File: config.mk
export PLATFORM = sky130hd
export DESIGN_NAME = slfc_check
export DESIGN_NICKNAME = d
export VERILOG_FILES = /design/src/slfc_pkg.sv /design/src/slfc_rule.sv /design/src/slfc_check.sv
export SDC_FILE = /design/constraint.sdc
export NUM_CORES = 2
export LEC_CHECK = 0
export BUFFER_PORTS_ARGS = -buffer_cell sky130_fd_sc_hd__buf_2
export CAP_MARGIN = 20
export CORE_UTILIZATION = 45
export CTS_CLUSTER_DIAMETER = 40
export DETAILED_ROUTE_END_ITERATION = 16
export PLACE_DENSITY_LB_ADDON = 0.15
export SKIP_CTS_REPAIR_TIMING = 1
export SYNTH_ARGS = -nofsm -noshare
export SYNTH_HDL_FRONTEND = slang
export SYNTH_SLANG_ARGS = --single-unit
File: constraint.sdc
create_clock -name sys_clk -period 12.85 [get_ports sys_clk]
set_input_delay 0.6425 -clock sys_clk [delete_from_list [all_inputs] [get_ports sys_clk]]
set_output_delay 0.6425 -clock sys_clk [all_outputs]
set_load 0.1 [all_outputs]
File: src/slfc_pkg.sv
// Constants and types shared by the store-to-load forwarding check.
// Assumes one core clock and a synchronous active-high reset.
package slfc_pkg;
    // ------------------------------------------------------------
    // Sizes
    // ------------------------------------------------------------
    localparam int SLFC_AW = 32;
    localparam int SLFC_DW = 128;
    localparam int SLFC_ENTRIES = 8;
    localparam int SLFC_IDX_W = 3;
    localparam int SLFC_PRED_ENTRIES = 16;
    localparam int SLFC_PRED_W = 4;
    // ------------------------------------------------------------
    // Access width codes
    // ------------------------------------------------------------
    localparam logic [2:0] SLFC_W8 = 3'h0;
    localparam logic [2:0] SLFC_W16 = 3'h1;
    localparam logic [2:0] SLFC_W32 = 3'h2;
    localparam logic [2:0] SLFC_W64 = 3'h3;
    localparam logic [2:0] SLFC_W128 = 3'h4;
    // Unaligned store start offsets that the table names
    localparam logic [3:0] SLFC_UNAL_B1 = 4'h1;
    localparam logic [3:0] SLFC_UNAL_B7 = 4'h7;
    // Recovery penalty after a mispredicted early issue
    localparam int SLFC_PENALTY_NS = 50;
    localparam int SLFC_CLK_NS = 10;
    localparam int SLFC_PENALTY_CYC = (SLFC_PENALTY_NS + SLFC_CLK_NS - 1) / SLFC_CLK_NS;
    localparam logic [3:0] SLFC_PRED_RST = 4'h0;

    typedef enum logic [1:0] {SLFC_FWD, SLFC_STALL, SLFC_WAIT, SLFC_MEM} slfc_dec_e;
endpackage : slfc_pkg

File: src/slfc_rule.sv
// Size and alignment check for one store against one load.
// Pure combinational; the caller has already found an overlap.
module slfc_rule
    import slfc_pkg::*;
(
    input wire logic [SLFC_AW-1:0] st_addr,
    input wire logic [2:0] st_w,
    input wire logic [SLFC_AW-1:0] ld_addr,
    input wire logic [2:0] ld_w,
    output logic fwd_ok
);
    logic [7:0] st_n, ld_n;
    logic [SLFC_AW-1:0] off;
    logic st_nat, contained;
    always_comb begin
        st_n = 8'h1 << st_w;
        ld_n = 8'h1 << ld_w;
        off = ld_addr - st_addr;
        st_nat = (st_addr & (SLFC_AW'(st_n) - 1)) == '0;
        contained = (ld_addr >= st_addr) && (off + SLFC_AW'(ld_n) <= SLFC_AW'(st_n));
        fwd_ok = 1'b0;
        if (contained) begin
            if (st_nat && st_w != SLFC_W8) begin
                if (off == '0) begin
                    fwd_ok = 1'b1;
                end else begin
                    case (ld_w)
                        SLFC_W16: fwd_ok = (st_w == SLFC_W32) && !off[0];
                        SLFC_W32: fwd_ok = (st_w >= SLFC_W64) && off[1:0] == 2'h0;
                        SLFC_W64: fwd_ok = (st_w == SLFC_W128) && off[2:0] == 3'h0;
                        default: fwd_ok = 1'b0;
                    endcase
                end
            end else if (st_addr[3:0] == SLFC_UNAL_B1 || st_addr[3:0] == 4'h9) begin
                fwd_ok = (off == '0) && (ld_w <= SLFC_W32);
            end else if (st_addr[2:0] == SLFC_UNAL_B7[2:0]) begin
                fwd_ok = (ld_w == SLFC_W8) && (st_w == SLFC_W32);
            end else begin
                fwd_ok = (off == '0) && st_w == ld_w;
            end
        end
    end
endmodule // slfc_rule

File: src/slfc_check.sv
// Store buffer forwarding check: records older stores, decides per load.
// Assumes the load pipeline holds a stalled load and replays on done.
// Operation
// - Wide load over several narrow older stores stalls until they write.
// - Stalled wide load gets data only from memory, never merged.
// - Narrow load at disallowed offset in wide store stalls until write.
// - Aligned store not at byte 7 forwards contained load at its start; 16 at even of 32.
// - 32 at dword of 64 or 128, 64 at qword of 128 forward; others stall.
// - Store at byte 1 forwards 8/16/32 at its start only.
// - Store at byte 7 forwards only bytes of a 32-bit store.
// - Dependent load completes only once store data is available.
// - Predict dependent loads and schedule them after their store.
// - Early issue recovers with a penalty, never wrong data.
// - Store writes to memory only after retirement; forwarding continues.
// - Forwarding needs the load wholly inside one older store.
// - Waiting loads do not block unrelated or younger loads; during a recovery penalty every load gets WAIT.
module slfc_check
    import slfc_pkg::*;
(
    input wire logic sys_clk,
    input wire logic rst,
    input wire logic st_alloc,
    input wire logic [SLFC_AW-1:0] st_addr,
    input wire logic [2:0] st_w,
    input wire logic st_data_vld,
    input wire logic [SLFC_IDX_W-1:0] st_data_idx,
    input wire logic [SLFC_DW-1:0] st_data,
    input wire logic st_retire,
    input wire logic mem_wr_ack,
    input wire logic ld_req,
    input wire logic [SLFC_AW-1:0] ld_addr,
    input wire logic [2:0] ld_w,
    input wire logic [SLFC_AW-1:0] ld_pc,
    output logic st_full,
    output logic mem_wr_req,
    output logic [SLFC_AW-1:0] mem_wr_addr,
    output logic [2:0] mem_wr_w,
    output logic [SLFC_DW-1:0] mem_wr_data,
    output logic ld_resp_vld,
    output slfc_dec_e ld_dec,
    output logic [SLFC_DW-1:0] ld_fwd_data,
    output logic ld_pred_dep,
    output logic ld_replay,
    output logic ld_recover
);
    // ------------------------------------------------------------
    // Store buffer, circular, oldest at head
    // ------------------------------------------------------------
    logic [SLFC_AW-1:0] sb_addr_r [SLFC_ENTRIES];
    logic [2:0] sb_w_r [SLFC_ENTRIES];
    logic [SLFC_DW-1:0] sb_data_r [SLFC_ENTRIES];
    logic [SLFC_ENTRIES-1:0] sb_vld_r, sb_dv_r, sb_ret_r;
    logic [SLFC_IDX_W-1:0] head_r, tail_r, ret_r;
    logic [SLFC_IDX_W:0] cnt_r;
    logic wr_busy_r;

    function automatic logic [SLFC_AW-1:0] end_of(input logic [SLFC_AW-1:0] a,
                                                 input logic [2:0] w);
        end_of = a + (SLFC_AW'(1) << w) - SLFC_AW'(1);
    endfunction

    // Only the bytes the load asked for; the store may be wider
    function automatic logic [SLFC_DW-1:0] ld_mask(input logic [2:0] w);
        ld_mask = ~({SLFC_DW{1'b1}} << (9'h8 << w));
    endfunction

    logic [SLFC_ENTRIES-1:0] ovl, fok;
    genvar g;
    generate
        for (g = 0; g < SLFC_ENTRIES; g++) begin : g_cmp
            assign ovl[g] = sb_vld_r[g] && !(end_of(sb_addr_r[g], sb_w_r[g]) < ld_addr
                || end_of(ld_addr, ld_w) < sb_addr_r[g]);
            slfc_rule u_rule (
                .st_addr(sb_addr_r[g]),
                .st_w(sb_w_r[g]),
                .ld_addr(ld_addr),
                .ld_w(ld_w),
                .fwd_ok(fok[g])
            );
        end
    endgenerate

    // Youngest older overlapping store, count of overlaps
    logic hit;
    logic [SLFC_IDX_W-1:0] hit_idx, idx;
    logic [SLFC_IDX_W:0] n_ovl;
    always_comb begin
        hit = 1'b0;
        hit_idx = '0;
        n_ovl = '0;
        idx = '0;
        for (int i = 0; i < SLFC_ENTRIES; i++) begin
            idx = head_r + SLFC_IDX_W'(i);
            if (ovl[idx]) begin
                hit = 1'b1;
                hit_idx = idx;
                n_ovl = n_ovl + 1'b1;
            end
        end
    end

    // ------------------------------------------------------------
    // Dependence predictor, indexed by load pc
    // ------------------------------------------------------------
    logic [SLFC_PRED_ENTRIES-1:0] pred_r;
    logic [SLFC_PRED_W-1:0] pidx;
    logic [3:0] pen_r;
    assign pidx = ld_pc[SLFC_PRED_W+1:2];

    always_ff @(posedge sys_clk) begin
        if (rst) begin
            pred_r <= '0;
        end else if (ld_req && pen_r == '0) begin
            pred_r[pidx] <= hit;
        end
    end

    always_ff @(posedge sys_clk) begin
        if (rst) begin
            pen_r <= SLFC_PRED_RST;
        end else if (pen_r != '0) begin
            pen_r <= pen_r - 4'h1;
        end else if (ld_req && hit && !pred_r[pidx] && !sb_dv_r[hit_idx]) begin
            pen_r <= 4'(SLFC_PENALTY_CYC);
        end
    end

    // ------------------------------------------------------------
    // Load decision, one per request, no queue so others pass except while pen_r counts down
    // ------------------------------------------------------------
    slfc_dec_e dec_nxt;
    always_comb begin
        if (pen_r != '0) begin
            dec_nxt = SLFC_WAIT;
        end else if (!hit) begin
            dec_nxt = SLFC_MEM;
        end else if (n_ovl > 1) begin
            dec_nxt = SLFC_STALL;
        end else if (!fok[hit_idx]) begin
            dec_nxt = SLFC_STALL;
        end else if (!sb_dv_r[hit_idx]) begin
            dec_nxt = SLFC_WAIT;
        end else begin
            dec_nxt = SLFC_FWD;
        end
    end

    always_ff @(posedge sys_clk) begin
        if (rst) begin
            ld_resp_vld <= 1'b0;
            ld_dec <= SLFC_MEM;
            ld_fwd_data <= '0;
            ld_pred_dep <= 1'b0;
            ld_recover <= 1'b0;
        end else begin
            ld_resp_vld <= ld_req;
            ld_dec <= dec_nxt;
            ld_fwd_data <= (dec_nxt == SLFC_FWD)
                ? (sb_data_r[hit_idx] >> {4'(ld_addr - sb_addr_r[hit_idx]), 3'h0})
                  & ld_mask(ld_w) : '0;
            ld_pred_dep <= ld_req && pred_r[pidx];
            ld_recover <= ld_req && pen_r == '0 && hit && !pred_r[pidx]
                && !sb_dv_r[hit_idx];
        end
    end

    // ------------------------------------------------------------
    // Store allocation, data, retirement and drain
    // ------------------------------------------------------------
    logic drain;
    assign drain = wr_busy_r && mem_wr_ack;

    always_ff @(posedge sys_clk) begin
        if (rst) begin
            sb_vld_r <= '0;
            sb_dv_r <= '0;
            sb_ret_r <= '0;
            tail_r <= '0;
            head_r <= '0;
            ret_r <= '0;
            cnt_r <= '0;
        end else begin
            if (st_alloc && !st_full) begin
                sb_vld_r[tail_r] <= 1'b1;
                sb_dv_r[tail_r] <= 1'b0;
                sb_ret_r[tail_r] <= 1'b0;
                sb_addr_r[tail_r] <= st_addr;
                sb_w_r[tail_r] <= st_w;
                tail_r <= tail_r + 1'b1;
            end
            if (st_data_vld) begin
                sb_dv_r[st_data_idx] <= 1'b1;
                sb_data_r[st_data_idx] <= st_data;
            end
            if (st_retire && sb_vld_r[ret_r] && !sb_ret_r[ret_r]) begin
                sb_ret_r[ret_r] <= 1'b1;
                ret_r <= ret_r + 1'b1;
            end
            if (drain) begin
                sb_vld_r[head_r] <= 1'b0;
                head_r <= head_r + 1'b1;
            end
            cnt_r <= cnt_r + (SLFC_IDX_W+1)'(st_alloc && !st_full) - (SLFC_IDX_W+1)'(drain);
        end
    end

    always_ff @(posedge sys_clk) begin
        if (rst) begin
            st_full <= 1'b0;
        end else begin
            st_full <= (cnt_r + (SLFC_IDX_W+1)'(st_alloc && !st_full)
                - (SLFC_IDX_W+1)'(drain)) >= (SLFC_IDX_W+1)'(SLFC_ENTRIES - 1);
        end
    end

    always_ff @(posedge sys_clk) begin
        if (rst) begin
            wr_busy_r <= 1'b0;
            mem_wr_req <= 1'b0;
            mem_wr_addr <= '0;
            mem_wr_w <= SLFC_W8;
            mem_wr_data <= '0;
            ld_replay <= 1'b0;
        end else begin
            ld_replay <= drain;
            if (drain) begin
                wr_busy_r <= 1'b0;
                mem_wr_req <= 1'b0;
            end else if (!wr_busy_r && sb_vld_r[head_r] && sb_ret_r[head_r]
                         && sb_dv_r[head_r]) begin
                wr_busy_r <= 1'b1;
                mem_wr_req <= 1'b1;
                mem_wr_addr <= sb_addr_r[head_r];
                mem_wr_w <= sb_w_r[head_r];
                mem_wr_data <= sb_data_r[head_r];
            end
        end
    end
endmodule // slfc_check

==> impl_metrics.py <==
metrics = {
    "power": {
        "comb_power_share": 0.255,
        "p_clk_frac": 0.423,
        "leakagePower_nw": 60.7,
        "p_sw_frac": 0.316,
        "p_switching_mw": 5.89,
        "p_per_area_nw_per_um2": 123,
        "p_int_mw": 12.7,
        "vdd_drop_max_uv": 133,
        "seqPwrFrac": 0.322,
    },
    "cells_and_area": {
        "seq_area_um2": 46300,
        "multi_input_area_um2": 75200,
        "syn_to_final_growth_pct": 21.0,
        "nNetsFinal": 15700,
        "fillers": 24400,
        "finalNonFillerCells": 18100,
        "drive_above_1_share": 0.203,
        "final_common_cell": "nand2_1",
        "most-common-layout-cells": "nand2_1 (1410), edfxtp_1 (1304), ha_1 (1266)",
    },
    "cts": {
        "clock_latency_ns": 0.92,
        "clkSinkCount": 1660,
        "cts_tree": "done",
        "htreeDepth": 5,
        "clock-root-buffer": "clkbuf_16",
        "cts_inserted_buffers": 285,
        "clockBufferDepth": 4,
        "clk_pin_slew_ns": 0.06,
    },
    "run_status": {
        "failed_checks": "negative hold slack",
        "status": "complete, but fails checks",
    },
    "die": {
        "start_util": 0.453,
        "rows": 193,
        "ios": 539,
        "die_h_um": 530,
        "die_w_um": 530,
        "die_area_um2": 281000,
        "core_area_um2": 277000,
    },
    "sta": {
        "setup_violations": 0,
        "period_share": 0.968,
        "hold_viol": 14,
        "clock_skew_ns": 0.0771,
        "slew_headroom": 0.172,
        "whs_ns": -0.0135,
        "fmax_mhz": 80.4,
        "finalWorstSetupSlack_ns": 0.414,
        "slew_violations": 0,
        "period_needed_ns": 12.44,
        "tightest_slew_ns": 1.23,
    },
    "grt": {
        "grtUsageMet2": 0.673,
        "grt_pass1_wl_um": 840000,
        "grt_overflow": 0,
        "grt_max_degree": 97,
        "grt_pass1_vias": 114000,
        "use_met3": 0.0919,
        "grt.busiest_layer": "met2",
        "track_usage": 0.422,
        "grt_use_met1": 0.486,
        "antenna_found_initial": 87,
    },
    "drt": {
        "antenna_left": 0,
        "drt-pass1-iter-count": 10,
        "num_vias": 119000,
        "drc": 0,
        "wl_um": 611000,
        "drt_iter0_drc": 12500,
        "viasPerCell": 6.54,
        "routedWlPerCell_um": 33.7,
    },
    "logic_synthesis": {
        "synth_seq_cells": 1660,
        "synth_edf_count": 1304,
        "synth_area_um2": 126000,
        "ys_async_sr_fraction": 0,
        "syn_avg_cell_area_um2": 9.93,
        "synthCells": 12700,
        "synth.yosys.warnings": 0,
        "ys.flop_type": "edfxtp_1",
        "ys_types": 121,
        "ys_seq_area_frac": 0.368,
        "syn_nets": 14200,
    },
    "place": {
        "detailedPlace.worstSlack_ns": -0.811,
        "placed_cells": 17500,
        "port-buffer-count": 510,
        "hpwl_um": 470000,
        "place_congestion": 1.10,
    },
    "worst_hold_path": {
        "hold_end": "sb_data_r[2][61]$_DFFE_PP_",
        "holdCritStartpoint": "st_data[61]",
        "whs_path_depth": 1,
        "hp-class": "input pin to flop",
    },
    "critical_path": {
        "crit_type": "input pin to flop",
        "cpMostUsedCell": "buf_4",
        "cp-start-kind": "input pin",
        "rrSetupSlack_ns": 0.43,
        "cpLargestDelayFamily": "compound AO/OA/AOI/OAI gates",
        "path_max_fanout": 8,
        "critPathSlowestCell": "fa_2",
        "critPathCaptureType": "flop",
        "worst_r2r_endpoint": "ld_fwd_data[61]$_SDFF_PP0_",
        "reg2reg_from": "sb_w_r[6][2]$_DFFE_PP_",
        "worstPathArrival_ns": 13.19,
        "rr_worst_depth": 59,
        "critical_path_buf_inv_count": 14,
        "cpPeakStageDelay_ns": 0.58,
        "required_ns": 13.60,
    },
    "job": {
        "cap_viol_max_count": 0,
    },
}
==> per-layer routing <==
metal  part of all wire  up-vias
li1                   -    51500
met1               0.36    58600
met2               0.45     6599
met3              0.095     1746
met4              0.098       58
met5            0.00061        -
==> cells by family (layout without fill, tap and decap cells) <==
| kind of cell | Yosys count | after routing | synth area share |
|---|---|---|---|
| and+or+nand+nor | 3985 | 3985 | 0.151 |
| AOI/OAI and AO/OA | 3022 | 3023 | 0.168 |
| DFF | 1660 | 1660 | 0.368 |
| buffers and inverters | 1296 | 2998 | 0.0402 |
| adders and majority gates | 1294 | 1294 | 0.130 |
| muxes | 840 | 840 | 0.103 |
| xor gates and xnor gates | 554 | 554 | 0.0393 |
| other | 0 | 65 | 0 |
==> final cells by class <==
type | count | share of cell area
timing repair buffer | 1726 | 0.0856
sequential | 1660 | 0.305
multi-input combinational | 9696 | 0.495
clock inverter | 178 | 0.0150
tap | 3705 | 0.0305
clock buffer | 340 | 0.0500
inverter | 754 | 0.0187
antenna | 65 | 0.00107
==> how the worst max path moves through the flow <==
stage	cells after the start	endpoint	slack [ns]	from
finish	57	ld_fwd_data[13]$_SDFF_PP0_	0.41	ld_w[2]
global placement	58	ld_fwd_data[60]$_SDFF_PP0_	-0.67	ld_w[2]
CTS	56	ld_fwd_data[13]$_SDFF_PP0_	-0.58	sb_w_r[5][1]$_DFFE_PP_
detailed placement	56	ld_fwd_data[38]$_SDFF_PP0_	-0.81	ld_w[2]
global route	62	ld_fwd_data[61]$_SDFF_PP0_	-0.04	sb_w_r[0][2]$_DFFE_PP_
floorplan	56	ld_fwd_data[11]$_SDFF_PP0_	0.14	ld_w[1]
==> metrics by stage <==
stage          hold WS [ns]  TNS, ns  cell area, um2   util  total power [mW]
2_1_floorplan         0.433        0          126000      -              8.63
3_3_place_gp          0.453   -76.45          141000  0.509              10.6
3_5_place_dp          0.453   -78.26          141000  0.509              10.7
4_1_cts             -0.0744   -60.07          151000  0.544              18.5
5_1_grt          -0.0000433   -0.356          152000  0.548              19.2
6_report            -0.0135        0          152000  0.548              18.6
==> registers in the layout (all words and copies together), names as in the netlist, 2 cells and up <==
name / flops
sb_dv_r: 8
ld_dec: 2
mem_wr_addr: 32
mem_wr_data: 128
cnt_r: 4
sb_vld_r: 8
pen_r: 4
ld_fwd_data: 128
pred_r: 16
sb_addr_r: 256
ret_r: 3
sb_ret_r: 8
sb_w_r: 24
tail_r: 3
sb_data_r: 1024
mem_wr_w: 3
head_r: 3
==> cell usage after synthesis, types with 37 or more instances <==
library cell	n	area [um2]
dfxtp_1	356	7130
a21o_1	246	1850
o22ai_1	54	338
and3_1	110	688
a211oi_1	113	848
nand2_1	1412	5300
ha_1	1267	15900
nor3_1	322	1610
nor2b_1	89	557
a211o_1	45	394
nand3_1	289	1450
o21a_1	132	991
a22oi_1	37	278
nor4_1	131	820
o31ai_1	49	368
a311oi_1	175	1530
edfxtp_1	1304	39200
mux2_2	90	1010
nand4_1	195	1220
o211ai_1	81	608
or3_1	86	538
or2_2	53	332
o21ai_0	457	2290
buf_2	70	350
a221oi_1	39	342
nand3b_1	38	285
mux4_2	350	7880
clkbuf_1	368	1380
nor2_1	859	3220
or4_1	41	308
a31o_2	43	377
and2_1	113	707
xnor2_1	400	3500
a21boi_0	55	413
a31oi_1	124	776
o2111ai_1	41	359
nand2b_1	88	551
mux2i_1	399	3990
xor2_1	147	1290
inv_1	747	2800
a32oi_1	187	1640
a21oi_1	682	3410
a2111oi_0	42	368
buf_1	79	297
o21bai_1	52	390
==> worst reg2reg max path: cells and delay by family (launching register included) <==
family          cells  cell delay [ns]
compound gates     24             4.82
xor+xnor            4             0.81
fa+ha+maj           8             2.21
buf+inv             9             1.41
flops               1             0.44
mux                 1             0.50
simple gates       13             2.11
==> power by group through the flow <==
stage | clock (mW) | sequential, mW | combinational, mW
after floorplan | 0 | 6.10 | 2.53
after global placement | 0 | 6.09 | 4.51
after detailed placement | 0 | 6.10 | 4.57
after CTS | 7.94 | 5.99 | 4.60
after global routing | 8.15 | 6.00 | 5.02
final | 7.89 | 6.00 | 4.75
(Power assumes the default switching activity.)
